## config.mk

```make
export PLATFORM = sky130hd
export DESIGN_NAME = pll_pump_autocal_pd_config_regs
export DESIGN_NICKNAME = d
export VERILOG_FILES = /design/src/core/pll_cfg_pkg.sv /design/src/core/pll_pump_autocal_pd_config_regs.sv /design/src/core/serial_frame_port.sv
export SDC_FILE = /design/constraint.sdc
export NUM_CORES = 1
export LEC_CHECK = 0
export BUFFER_PORTS_ARGS = -buffer_cell sky130_fd_sc_hd__buf_2
export CORE_MARGIN = 4
export CORE_UTILIZATION = 35
export CTS_CLUSTER_SIZE = 40
export DETAILED_ROUTE_END_ITERATION = 6
export GPL_TIMING_DRIVEN = 0
export HOLD_SLACK_MARGIN = 0.12
export PLACE_DENSITY = 0.56
export SLEW_MARGIN = 0
export SYNTH_ARGS = -nofsm -noshare
export SYNTH_HDL_FRONTEND = slang
export SYNTH_SLANG_ARGS = --single-unit
export TNS_END_PERCENT = 10
```

## constraint.sdc

```tcl
create_clock -name clk_sys -period 6.5 [get_ports clk_sys]
set_input_delay 1.3 -clock clk_sys [delete_from_list [all_inputs] [get_ports clk_sys]]
set_output_delay 1.3 -clock clk_sys [all_outputs]
set_load 0.05 [all_outputs]
```

## src/core/pll_cfg_pkg.sv

```systemverilog
// Package: offsets, field positions, reset values and frame layout
package pll_cfg_pkg;

   // ==========================================================
   // Register offsets on the serial programming port
   localparam logic [5:0] ADDR_VCO_TUNE      = 6'h05;
   localparam logic [5:0] ADDR_PUMP_CTRL     = 6'h09;
   localparam logic [5:0] ADDR_VCO_CAL       = 6'h0a;
   localparam logic [5:0] ADDR_DETECTOR_CTRL = 6'h0b;

   // ==========================================================
   // Reset values
   localparam logic [23:0] RST_PUMP_CTRL     = 24'h403264;
   localparam logic [23:0] RST_VCO_CAL       = 24'h002205;
   localparam logic [23:0] RST_DETECTOR_CTRL = 24'h0f8061;

   // ==========================================================
   // Charge pump control fields
   localparam int DN_GAIN_LSB   = 0;
   localparam int UP_GAIN_LSB   = 7;
   localparam int LEAK_MAG_LSB  = 14;
   localparam int LEAK_POS_BIT  = 21;
   localparam int LEAK_NEG_BIT  = 22;

   // ==========================================================
   // VCO calibration fields
   localparam int RESOLUTION_LSB  = 0;
   localparam int FORCE_CURVE_BIT = 10;
   localparam int BYPASS_TUNE_BIT = 11;
   localparam int NO_TRIGGER_BIT  = 12;
   localparam int FSM_CLK_SEL_LSB = 13;

   // ==========================================================
   // Phase detector fields
   localparam int DELAY_SEL_LSB  = 0;
   localparam int DET_UP_EN_BIT  = 5;
   localparam int DET_DN_EN_BIT  = 6;
   localparam int SLIP_MODE_LSB  = 7;
   localparam int UP_FORCE_BIT   = 9;
   localparam int DN_FORCE_BIT   = 10;

   // ==========================================================
   // Serial frame: one read flag, six address bits, 24 data bits
   localparam logic [4:0] FRAME_BITS  = 5'd31;
   localparam logic [4:0] HEADER_BITS = 5'd7;

   // Measurement length in reference-divider cycles per code
   function automatic logic [8:0] resolution_cycles(input logic [2:0] c);
      case (c)
         3'h0:    return 9'h001;
         3'h1:    return 9'h002;
         3'h2:    return 9'h004;
         3'h3:    return 9'h008;
         3'h4:    return 9'h020;
         3'h5:    return 9'h040;
         3'h6:    return 9'h080;
         default: return 9'h100;
      endcase
   endfunction

   // Crystal reference divide ratio for the calibration clock
   function automatic logic [5:0] fsm_clock_ratio(input logic [1:0] c);
      case (c)
         2'h0:    return 6'h01;
         2'h1:    return 6'h04;
         2'h2:    return 6'h10;
         default: return 6'h20;
      endcase
   endfunction

endpackage

```

## src/core/pll_pump_autocal_pd_config_regs.sv

```systemverilog
// Charge pump, VCO calibration and phase detector control registers
//
// Notes on behaviour
// - Down pump gain, bits 6:0, 20 uA per step, resets to 100.
// - Up pump gain, bits 13:7, same 20 uA scale, resets to 100.
// - Leak magnitude, bits 20:14, 5 uA per step, resets to zero.
// - Leak magnitude with direction enables sets injected leak amount and polarity.
// - Resolution bits 2:0 select 1..256 reference cycles; resets to 5.
// - Bit 10 forces stored curve, bit 11 bypasses tuning; both reset zero.
// - Write to address 05h triggers VCO port transfer unless bit 12 set.
// - Bits 14:13 select crystal divide 1,4,16,32; resets to code 1, divide 4; max 50 MHz.
// - Bits 5 and 6 enable detector up and down outputs; reset one.
// - Slip guard bits 8:7: off, or 5.4, 14.4, 24.1 ns thresholds.
// - Bits 9 and 10 force pump up and down on; test only; reset zero.
module pll_pump_autocal_pd_config_regs (
   input  wire logic        clk_sys,
   input  wire logic        rst_b,
   input  wire logic        sck,
   input  wire logic        sdi,
   input  wire logic        sen_b,
   output logic             sdo,
   output logic             sdo_oe,
   output logic [6:0]       pump_down_gain,
   output logic [6:0]       pump_up_gain,
   output logic [6:0]       leak_source_code,
   output logic [6:0]       leak_sink_code,
   output logic [8:0]       tune_measure_cycles,
   output logic             force_curve,
   output logic             bypass_vco_tuning,
   output logic             vco_port_trigger,
   output logic [5:0]       fsm_clock_divide,
   output logic [2:0]       detector_reset_delay_select,
   output logic             detector_up_enable,
   output logic             detector_down_enable,
   output logic [1:0]       cycle_slip_guard_mode,
   output logic             pump_up_force,
   output logic             pump_down_force
);

   typedef struct packed {
      logic [23:0] pump;
      logic [23:0] cal;
      logic [23:0] det;
      logic        trig;
      logic [6:0]  src;
      logic [6:0]  snk;
      logic [8:0]  cyc;
      logic [5:0]  div;
   } bank_s;

   bank_s q;
   bank_s d;

   logic        wr_pulse;
   logic [5:0]  wr_addr;
   logic [23:0] wr_data;
   logic [5:0]  rd_addr;
   logic [23:0] rd_data;

   // ==========================================================
   // Serial port
   serial_frame_port serial_frame_port_i (
      .clk_sys  (clk_sys),
      .rst_b    (rst_b),
      .sck      (sck),
      .sdi      (sdi),
      .sen_b    (sen_b),
      .rd_data  (rd_data),
      .wr_pulse (wr_pulse),
      .wr_addr  (wr_addr),
      .wr_data  (wr_data),
      .rd_addr  (rd_addr),
      .sdo      (sdo),
      .sdo_oe   (sdo_oe)
   );

   // Read-back mux; unmapped addresses read zero
   always_comb begin
      case (rd_addr)
         pll_cfg_pkg::ADDR_PUMP_CTRL:     rd_data = q.pump;
         pll_cfg_pkg::ADDR_VCO_CAL:       rd_data = q.cal;
         pll_cfg_pkg::ADDR_DETECTOR_CTRL: rd_data = q.det;
         default:                         rd_data = 24'h000000;
      endcase
   end

   // ==========================================================
   // Register bank and derived controls
   always_comb begin
      logic [23:0] np;
      logic [23:0] nc;
      logic [6:0]  mag;
      np     = q.pump;
      nc     = q.cal;
      mag    = 7'h00;
      d      = q;
      d.trig = 1'b0;
      if (wr_pulse) begin
         case (wr_addr)
            pll_cfg_pkg::ADDR_PUMP_CTRL:     d.pump = wr_data;
            pll_cfg_pkg::ADDR_VCO_CAL:       d.cal  = wr_data;
            pll_cfg_pkg::ADDR_DETECTOR_CTRL: d.det  = wr_data;
            default:                         d.pump = q.pump;
         endcase
         // Tune word write starts a VCO port transfer unless suppressed
         d.trig = (wr_addr == pll_cfg_pkg::ADDR_VCO_TUNE) &&
                  !q.cal[pll_cfg_pkg::NO_TRIGGER_BIT];
      end
      np  = d.pump;
      nc  = d.cal;
      mag = np[pll_cfg_pkg::LEAK_MAG_LSB +: 7];
      // Leak polarity routes the magnitude to source or sink
      d.src = np[pll_cfg_pkg::LEAK_POS_BIT] ? mag : 7'h00;
      d.snk = np[pll_cfg_pkg::LEAK_NEG_BIT] ? mag : 7'h00;
      d.cyc = pll_cfg_pkg::resolution_cycles(
                 nc[pll_cfg_pkg::RESOLUTION_LSB +: 3]);
      d.div = pll_cfg_pkg::fsm_clock_ratio(
                 nc[pll_cfg_pkg::FSM_CLK_SEL_LSB +: 2]);
   end

   // State register
   always_ff @(posedge clk_sys or negedge rst_b) begin
      if (!rst_b) begin
         q.pump <= pll_cfg_pkg::RST_PUMP_CTRL;
         q.cal  <= pll_cfg_pkg::RST_VCO_CAL;
         q.det  <= pll_cfg_pkg::RST_DETECTOR_CTRL;
         q.trig <= 1'b0;
         q.src  <= 7'h00;
         q.snk  <= 7'h00;
         q.cyc  <= 9'h040;
         q.div  <= 6'h04;
      end else begin
         q <= d;
      end
   end

   // ==========================================================
   // Field outputs, each straight from the bank flops
   assign pump_down_gain   = q.pump[pll_cfg_pkg::DN_GAIN_LSB +: 7];
   assign pump_up_gain     = q.pump[pll_cfg_pkg::UP_GAIN_LSB +: 7];
   assign leak_source_code = q.src;
   assign leak_sink_code   = q.snk;
   assign tune_measure_cycles = q.cyc;
   assign force_curve       = q.cal[pll_cfg_pkg::FORCE_CURVE_BIT];
   assign bypass_vco_tuning = q.cal[pll_cfg_pkg::BYPASS_TUNE_BIT];
   assign vco_port_trigger  = q.trig;
   assign fsm_clock_divide  = q.div;
   assign detector_reset_delay_select =
      q.det[pll_cfg_pkg::DELAY_SEL_LSB +: 3];
   assign detector_up_enable   = q.det[pll_cfg_pkg::DET_UP_EN_BIT];
   assign detector_down_enable = q.det[pll_cfg_pkg::DET_DN_EN_BIT];
   assign cycle_slip_guard_mode =
      q.det[pll_cfg_pkg::SLIP_MODE_LSB +: 2];
   assign pump_up_force   = q.det[pll_cfg_pkg::UP_FORCE_BIT];
   assign pump_down_force = q.det[pll_cfg_pkg::DN_FORCE_BIT];

   // ==========================================================
   // Checks
   a_down_gain_write: assert property (
      @(posedge clk_sys) disable iff (!rst_b)
      wr_pulse && wr_addr == pll_cfg_pkg::ADDR_PUMP_CTRL
      |=> pump_down_gain == $past(wr_data[6:0]))
      else $error("Down gain not loaded from write");

   a_up_gain_write: assert property (
      @(posedge clk_sys) disable iff (!rst_b)
      wr_pulse && wr_addr == pll_cfg_pkg::ADDR_PUMP_CTRL
      |=> pump_up_gain == $past(wr_data[13:7]))
      else $error("Up gain not loaded from write");

   a_leak_route: assert property (
      @(posedge clk_sys) disable iff (!rst_b)
      wr_pulse && wr_addr == pll_cfg_pkg::ADDR_PUMP_CTRL
      |=> leak_sink_code == ($past(wr_data[22]) ? $past(wr_data[20:14])
                                                : 7'h00)
          && leak_source_code == ($past(wr_data[21]) ?
                                  $past(wr_data[20:14]) : 7'h00))
      else $error("Leak code does not follow magnitude and direction");

   a_resolution_map: assert property (
      @(posedge clk_sys) disable iff (!rst_b)
      wr_pulse && wr_addr == pll_cfg_pkg::ADDR_VCO_CAL
      |=> tune_measure_cycles ==
          pll_cfg_pkg::resolution_cycles($past(wr_data[2:0])))
      else $error("Measure cycles do not match resolution code");

   a_trigger_cause: assert property (
      @(posedge clk_sys) disable iff (!rst_b)
      vco_port_trigger |-> $past(wr_pulse) && $past(wr_addr) == 6'h05
                           && !$past(q.cal[12]))
      else $error("Transfer trigger without an allowed tune write");

   a_trigger_fires: assert property (
      @(posedge clk_sys) disable iff (!rst_b)
      wr_pulse && wr_addr == 6'h05 && !q.cal[12]
      |=> vco_port_trigger ##1 !vco_port_trigger)
      else $error("Tune write did not give one trigger pulse");

   a_clock_divide: assert property (
      @(posedge clk_sys) disable iff (!rst_b)
      $changed(fsm_clock_divide) |->
         $past(wr_pulse) && $past(wr_addr) == 6'h0a)
      else $error("Calibration divider changed without a write");

   a_detector_hold: assert property (
      @(posedge clk_sys) disable iff (!rst_b)
      !(wr_pulse && wr_addr == pll_cfg_pkg::ADDR_DETECTOR_CTRL)
      |=> $stable(detector_up_enable) && $stable(detector_down_enable)
          && $stable(cycle_slip_guard_mode) && $stable(pump_up_force)
          && $stable(pump_down_force))
      else $error("Detector controls changed without a write");

   a_force_write: assert property (
      @(posedge clk_sys) disable iff (!rst_b)
      wr_pulse && wr_addr == pll_cfg_pkg::ADDR_DETECTOR_CTRL
      |=> pump_up_force == $past(wr_data[9])
          && pump_down_force == $past(wr_data[10]))
      else $error("Force bits not loaded from write");

endmodule

```

## src/core/serial_frame_port.sv

```systemverilog
// Serial programming port: pin synchronisers, frame shifter, read-back
module serial_frame_port (
   input  wire logic        clk_sys,
   input  wire logic        rst_b,
   input  wire logic        sck,
   input  wire logic        sdi,
   input  wire logic        sen_b,
   input  wire logic [23:0] rd_data,
   output logic             wr_pulse,
   output logic [5:0]       wr_addr,
   output logic [23:0]      wr_data,
   output logic [5:0]       rd_addr,
   output logic             sdo,
   output logic             sdo_oe
);

   typedef struct packed {
      logic [2:0]  s1;
      logic [2:0]  s2;
      logic        sck_d;
      logic        sen_d;
      logic [4:0]  cnt;
      logic [30:0] sh;
      logic        load;
      logic [23:0] tx;
      logic        sdo;
      logic        oe;
      logic        wr;
      logic [5:0]  addr;
      logic [23:0] data;
      logic [5:0]  raddr;
   } rx_s;

   rx_s q;
   rx_s d;

   // ==========================================================
   // Next state
   always_comb begin
      logic pin_sck;
      logic pin_sdi;
      logic pin_sen_b;
      logic rise;
      logic fall;
      logic [30:0] nsh;
      pin_sck   = q.s2[2];
      pin_sdi   = q.s2[1];
      pin_sen_b = q.s2[0];
      rise      = pin_sck & ~q.sck_d;
      fall      = ~pin_sck & q.sck_d;
      nsh       = {q.sh[29:0], pin_sdi};
      d         = q;
      d.s1      = {sck, sdi, sen_b};
      d.s2      = q.s1;
      d.sck_d   = pin_sck;
      d.sen_d   = pin_sen_b;
      d.wr      = 1'b0;
      d.load    = 1'b0;
      if (pin_sen_b) begin
         d.cnt = 5'd0;
         d.oe  = 1'b0;
         d.sdo = 1'b0;
         // Frame end: commit a complete write frame only
         if (!q.sen_d && q.cnt == pll_cfg_pkg::FRAME_BITS && !q.sh[30]) begin
            d.wr   = 1'b1;
            d.addr = q.sh[29:24];
            d.data = q.sh[23:0];
         end
      end else begin
         if (rise && q.cnt != pll_cfg_pkg::FRAME_BITS) begin
            d.sh  = nsh;
            d.cnt = q.cnt + 5'd1;
            // Header complete: a read fetches the addressed word
            if (q.cnt + 5'd1 == pll_cfg_pkg::HEADER_BITS && nsh[6]) begin
               d.raddr = nsh[5:0];
               d.load  = 1'b1;
            end
         end
         if (q.load) begin
            d.tx = rd_data;
            d.oe = 1'b1;
         end else if (fall && q.oe) begin
            d.sdo = q.tx[23];
            d.tx  = {q.tx[22:0], 1'b0};
         end
      end
   end

   // State register
   always_ff @(posedge clk_sys or negedge rst_b) begin
      if (!rst_b) begin
         q <= '0;
      end else begin
         q <= d;
      end
   end

   assign wr_pulse = q.wr;
   assign wr_addr  = q.addr;
   assign wr_data  = q.data;
   assign rd_addr  = q.raddr;
   assign sdo      = q.sdo;
   assign sdo_oe   = q.oe;

endmodule

```

==> metrics.cfg, run 1 <==
[status]
status=finished, final reports clean

[grt]
grt_pass1_vias=5649
grt_pass1_wl_um=31000
track_usage_pct=13.3
overflow=0
antenna_found_initial=0
grt_max_degree=121

[sta]
finalHoldViolCount=0
fin_crit_sh_pct=41.4
tightest_slew_ns=0.677
hold_slack_ns=0.345
fin_ws_ns=3.81
min_period_ns=2.69
clock.fmax_ghz=0.372
skew_ns=0.00979
relSlewSlack_pct=54.8
grt_setup_unrepaired=false
maxSlewViolCount=0
fin_tns_setup_ns=0
setup-violations-final=0

[synth]
async_flop_share_pct=100
post_synth.cell_area_avg_um2=12.9
synth-edff-count=0
ys_seq_area_share_pct=57.8
postSynthCellCount=697
synth_top_area_share_pct=51.7
ys_ff_latch=207
synth_ff_type=dfrtp_1
synth_area_leaders=dfrtp_1 52%, mux2_2 17%, dfstp_2 6.1%
synth_top_cell_by_area=dfrtp_1
yosysWarningCount=0
netlist_area_um2=9000
synth_cell_types=43

[route]
ant_nets=0
num_vias=5478
drt-total-wl_um=18500
remaining_drc_errors=0
drtPass1Iterations=5
drt_iter0_markers=377
via_per_inst=4.85
wl_per_cell_um=16.4

[worst_setup_path]
start_kind=flop
max_stage_delay_ns=0.55
path_cells=buf_4 > buf_2
worst_ep_arrival_time_ns=1.39
cp_slowest_cell=dfstp_2
path_buf_inv=2
crit_path_end_kind=output port
cpLargestDelayFamily=flip-flops
crit_type=flop to output port
cp_max_fo=3
crit_required_ns=5.20

[floorplanning]
die_y_um=168
die_x_um=168
rows=58
pin_count=62
initial_core_util_pct=35.6
dieArea_um2=28400
coreArea_um2=25300

[final_layout]
drive_gt1_share_pct=41.7
area_growth_pct=16.9
layout_common_cells=186 x dfrtp_1, 137 x mux2_2, 76 x buf_2
layout_commonest_cell=dfrtp_1
fin_nets=791
antennaDiodeCount=0
final_core_util_pct=41.7

[run]
max_cap_viol_count=0

[pwr]
power_density_nw_per_um2=259
ir_drop_uv=176
p_leak_nw=5.16

[clocking]
cts_buffer_depth=3
h-tree-depth=1
cts_inserted_buffers=23
cts_tree=built
clock-sinks=207
cts_hold_buf=0
root_buffer=clkbuf_16
cts_setup_buffers=0
cts_resized=0
path_clk_slew_ns=0.05
clkLatencyLatePin_ns=0.50

[worst_hold_path]
hp-class=flop to flop

[place]
dp_slack_ns=3.97
hpwlAfterDp_um=12400
gp_congestion=0.748
portBuffers=58

## routing by layer
metal	share of wire, %	global-route usage [%]	wire (um)	vias up
met4	1.3	3.25	239	0
met1	47	18.7	8640	2784
met2	48	21.4	8920	88
met3	3.7	2.23	692	14
met5	0	0	0	-
li1	-	-	-	2592
## cells in the mapped netlist (2+ instances only)
master / number
a21oi_1: 25
a22o_1: 24
a22oi_1: 23
buf_1: 8
buf_2: 19
buf_4: 53
clkbuf_1: 15
dfrtp_1: 186
dfstp_2: 21
ha_1: 3
inv_1: 5
mux2_1: 18
mux2_2: 137
nand2_1: 31
nand2b_1: 2
nand3_1: 21
nand3b_1: 4
nand4_1: 2
nand4b_1: 3
nor2_1: 34
nor2b_1: 3
nor3_2: 2
nor3b_1: 2
o21ai_0: 29
o31ai_1: 3
o41ai_1: 4
xnor2_1: 2
xor2_1: 3
## state kept, by name (all words and copies together), names as in the netlist, 2 cells and up
signal and count:
serial_frame_port_i.rd_addr 6, pump_down_gain 7, pump_up_gain 7, serial_frame_port_i.q 64, leak_sink_code 7, q 47
detector_reset_delay_select 3, serial_frame_port_i.d 5, leak_source_code 7, fsm_clock_divide 4, cycle_slip_guard_mode 2, serial_frame_port_i.wr_data 24
tune_measure_cycles 8, serial_frame_port_i.wr_addr 6
## power by group
part / switching [mW] / internal [mW]
clock: 0.489 / 0.821
sequential: 0.0260 / 1.32
combinational: 0.0424 / 0.0294
## cell families (layout without fill, tap and decap cells)
logic type / count (synthesis) / in the layout / share of synthesized area [%]
other cells: 1 / 3 / 0.0417
buf+inv: 101 / 201 / 6.69
fa+ha+maj: 3 / 3 / 0.417
compound gates: 109 / 109 / 7.98
mux: 156 / 156 / 19.5
flops: 207 / 207 / 57.8
simple gates: 115 / 115 / 7.06
xor+xnor: 5 / 5 / 0.487
## worst reg2reg max path: cells and delay by family, from the launching register on
family,cells,cell delay (ns)
fa+ha+maj,2,0.48
buf+inv,2,0.39
flops,1,0.42
mux,1,0.37
simple gates,3,0.72
## worst paths after layout
kind | start | end | slack, ns | cells past startpoint
max | pump_down_gain[5] | pump_down_gain[5] | 3.81 | 2
min | serial_frame_port_i.d[103] | serial_frame_port_i.q[103] | 0.35 | 0
max reg2reg | serial_frame_port_i.q[95] | serial_frame_port_i.q[74] | 3.99 | 8
min reg2reg | serial_frame_port_i.d[103] | serial_frame_port_i.q[103] | 0.35 | 0
max in group asynchronous | rst_b | fsm_clock_divide[5] | 4.70 | 2
min in group asynchronous | rst_b | serial_frame_port_i.wr_data[7] | 0.80 | 1
## through the flow
stage / area (um2) / power (mW) / instances
global placement: 9710 / 1.44 / 1087
finish: 10500 / 2.73 / 1129
global route: 10500 / 2.84 / 1129
detailed placement: 9750 / 1.44 / 1088
floorplan: 9010 / 1.39 / 699
CTS: 10500 / 2.77 / 1129
## layout make-up
cell class / instances / area [um2]
plain buffers: 95 / 579
clock buffers: 38 / 712
clock inverters: 3 / 65.1
fillers: 2412 / 14700
inverters: 6 / 22.5
multi-input cells: 391 / 3200
flip-flops and latches: 207 / 5210
well taps: 330 / 413
repair buffers: 59 / 328
Power figures use the tool's default switching activity.
==> run 2: changes to the inputs <==
--- a/config.mk
+++ b/config.mk
@@ -12,7 +12,7 @@
 export DETAILED_ROUTE_END_ITERATION = 6
 export GPL_TIMING_DRIVEN = 0
 export HOLD_SLACK_MARGIN = 0.12
-export PLACE_DENSITY = 0.56
+export PLACE_DENSITY = 0.58
 export SLEW_MARGIN = 0
 export SYNTH_ARGS = -nofsm -noshare
 export SYNTH_HDL_FRONTEND = slang
==> constraint.sdc (replaced) <==
create_clock -name clk_sys -period 2.2 [get_ports clk_sys]
set_input_delay 0.44 -clock clk_sys [delete_from_list [all_inputs] [get_ports clk_sys]]
set_output_delay 0.44 -clock clk_sys [all_outputs]
set_load 0.05 [all_outputs]
==> metrics.cfg, run 2 (same netlist as run 1, synthesis figures left out) <==
[status]
status=finished, final reports clean

[grt]
grt_pass1_wl_um=30500  ; -1.5%
antenna_found_initial=0  ; unchanged
grt_max_degree=107  ; -12%
grt_pass1_vias=5580  ; -1.2%
track_usage_pct=13.1  ; -0.12 points
overflow=0  ; unchanged

[final_layout]
largest-register=serial_frame_port_i.q
multi_input_area_um2=3250  ; +1.6%
final_core_util_pct=42.5  ; +0.79 points
seq_area_um2=5210  ; about the same
antennaDiodeCount=0  ; unchanged
drive_gt1_share_pct=42.4  ; +0.71 points
largest_reg_flops=64  ; unchanged
fin_nets=805  ; +1.8%
area_growth_pct=19.2
fillCellCount=2392  ; -0.83%
layout_common_cells=185 x dfrtp_1, 137 x mux2_2, 73 x buf_2
layout_commonest_cell=dfrtp_1
postLayoutCellArea_um2=10700  ; +1.9%

[sta]
relSlewSlack_pct=48.2  ; -6.6 points
finalHoldViolCount=0  ; unchanged
fin_tns_setup_ns=0  ; unchanged
hold_slack_ns=0.349  ; +0.00378 ns
tightest_slew_ns=0.776  ; +0.0990 ns
fin_crit_sh_pct=95.6
clock.fmax_ghz=0.476
maxSlewViolCount=0  ; unchanged
setup-violations-final=0  ; unchanged
skew_ns=0.0102  ; +0.000401 ns
fin_ws_ns=0.0977  ; -3.71 ns
min_period_ns=2.10

[route]
num_vias=5536  ; +1.1%
drtPass1Iterations=5  ; unchanged
wl_met3_um=732  ; +5.8%
drt-total-wl_um=18900  ; +2.4%
via_per_inst=4.84  ; -0.27%
ant_nets=0  ; unchanged
dr_wl_met2_um=9120  ; +2.3%
wl_per_cell_um=16.6  ; +1.1%
maxUsedRoutingLayer=met4
drt_iter0_markers=297  ; -21%
wl_met1_um=8750  ; +1.2%
remaining_drc_errors=0  ; unchanged

[floorplanning]
die_y_um=168  ; unchanged
rows=58  ; unchanged
die_x_um=168  ; unchanged
dieArea_um2=28400  ; unchanged
pin_count=62  ; unchanged
initial_core_util_pct=35.6  ; unchanged
coreArea_um2=25300  ; unchanged

[worst_setup_path]
critPathMostFrequentCell=ha_4
path_buf_inv=2  ; unchanged
cp_slowest_cell=dfrtp_1
crit_required_ns=2.58  ; -2.62 ns
worst_ep_arrival_time_ns=2.48  ; +1.09 ns
max_stage_delay_ns=0.43  ; -0.12 ns
crit_type=flop to flop
cp_max_fo=7  ; +4
start_kind=flop
path_cells=ha_4 > and3_4 > ha_4 > nor3b_4 > nor2b_4 > buf_12 > clkbuf_16 > mux2_2
cpLargestDelayFamily=simple AND/OR/NAND/NOR gates
crit_path_end_kind=flop

[clocking]
root_buffer=clkbuf_16
h-tree-depth=1  ; unchanged
cts_buffer_depth=3  ; unchanged
clkLatencyLatePin_ns=0.50  ; about the same
cts_inserted_buffers=24  ; +4.3%
clock-sinks=207  ; unchanged
path_clk_slew_ns=0.05  ; about the same
cts_tree=built

[place]
dp_slack_ns=-0.248  ; -4.22 ns
portBuffers=58  ; unchanged
hpwlAfterDp_um=12200  ; -1.4%
place_area_um2=9770  ; +0.17%
gp_congestion=0.763  ; +2.0%

[pwr]
power_density_nw_per_um2=734  ; +180%
ir_drop_uv=548  ; +210%
p_leak_nw=5.21  ; +1.1%

[run]
max_cap_viol_count=0  ; unchanged

[worst_hold_path]
hp-class=flop to flop

run 2: per-layer routing:
metal  vias to the layer above  GRT usage, %
li1                       2621             -
met1                      2781          18.3
met2                       106          21.6
met3                        28          2.30
met4                         0          2.82
met5                         -             0
run 2: cell type report:
class                   instances  area share, %
multi-input cells             391           30.3
inverters                       6          0.210
clock inverters                 4          0.187
flip-flops and latches        207           48.5
plain buffers                  95           5.89
clock buffers                  39           6.60
well taps                     330           3.85
repair buffers                 72           4.39
run 2: report_power, final:
| part | switching (mW) | internal, mW |
|---|---|---|
| Clock | 1.47 | 2.19 |
| Sequential | 0.0759 | 3.89 |
| Combinational | 0.132 | 0.110 |
run 2: repair_timing:
action,in CTS,in global routing
gates cloned,0,2
endpoints found under the setup margin,62,61
pin swaps,2,1
hold endpoints to repair,97,0
resized for setup,3,16
setup buffers,4,3
hold buffers,4,0
run 2: per-stage QoR:
stage                     instances  power (mW)
after floorplan                 699        4.12
after global placement         1087        4.25
after detailed placement       1088        4.26
after CTS                      1139        7.98
after global routing           1144        8.21
final                          1144        7.87
run 2: final timing paths:
path,from,to,slack (ns),cells past startpoint
min in group asynchronous,rst_b,leak_source_code[0],0.58,2
setup reg to reg,serial_frame_port_i.q[96],serial_frame_port_i.q[89],0.1,8
max in group asynchronous,rst_b,detector_up_enable,0.65,3
hold / removal,serial_frame_port_i.d[103],serial_frame_port_i.q[103],0.35,0
hold reg to reg,serial_frame_port_i.d[103],serial_frame_port_i.q[103],0.35,0
setup / recovery,serial_frame_port_i.q[96],serial_frame_port_i.q[89],0.1,8
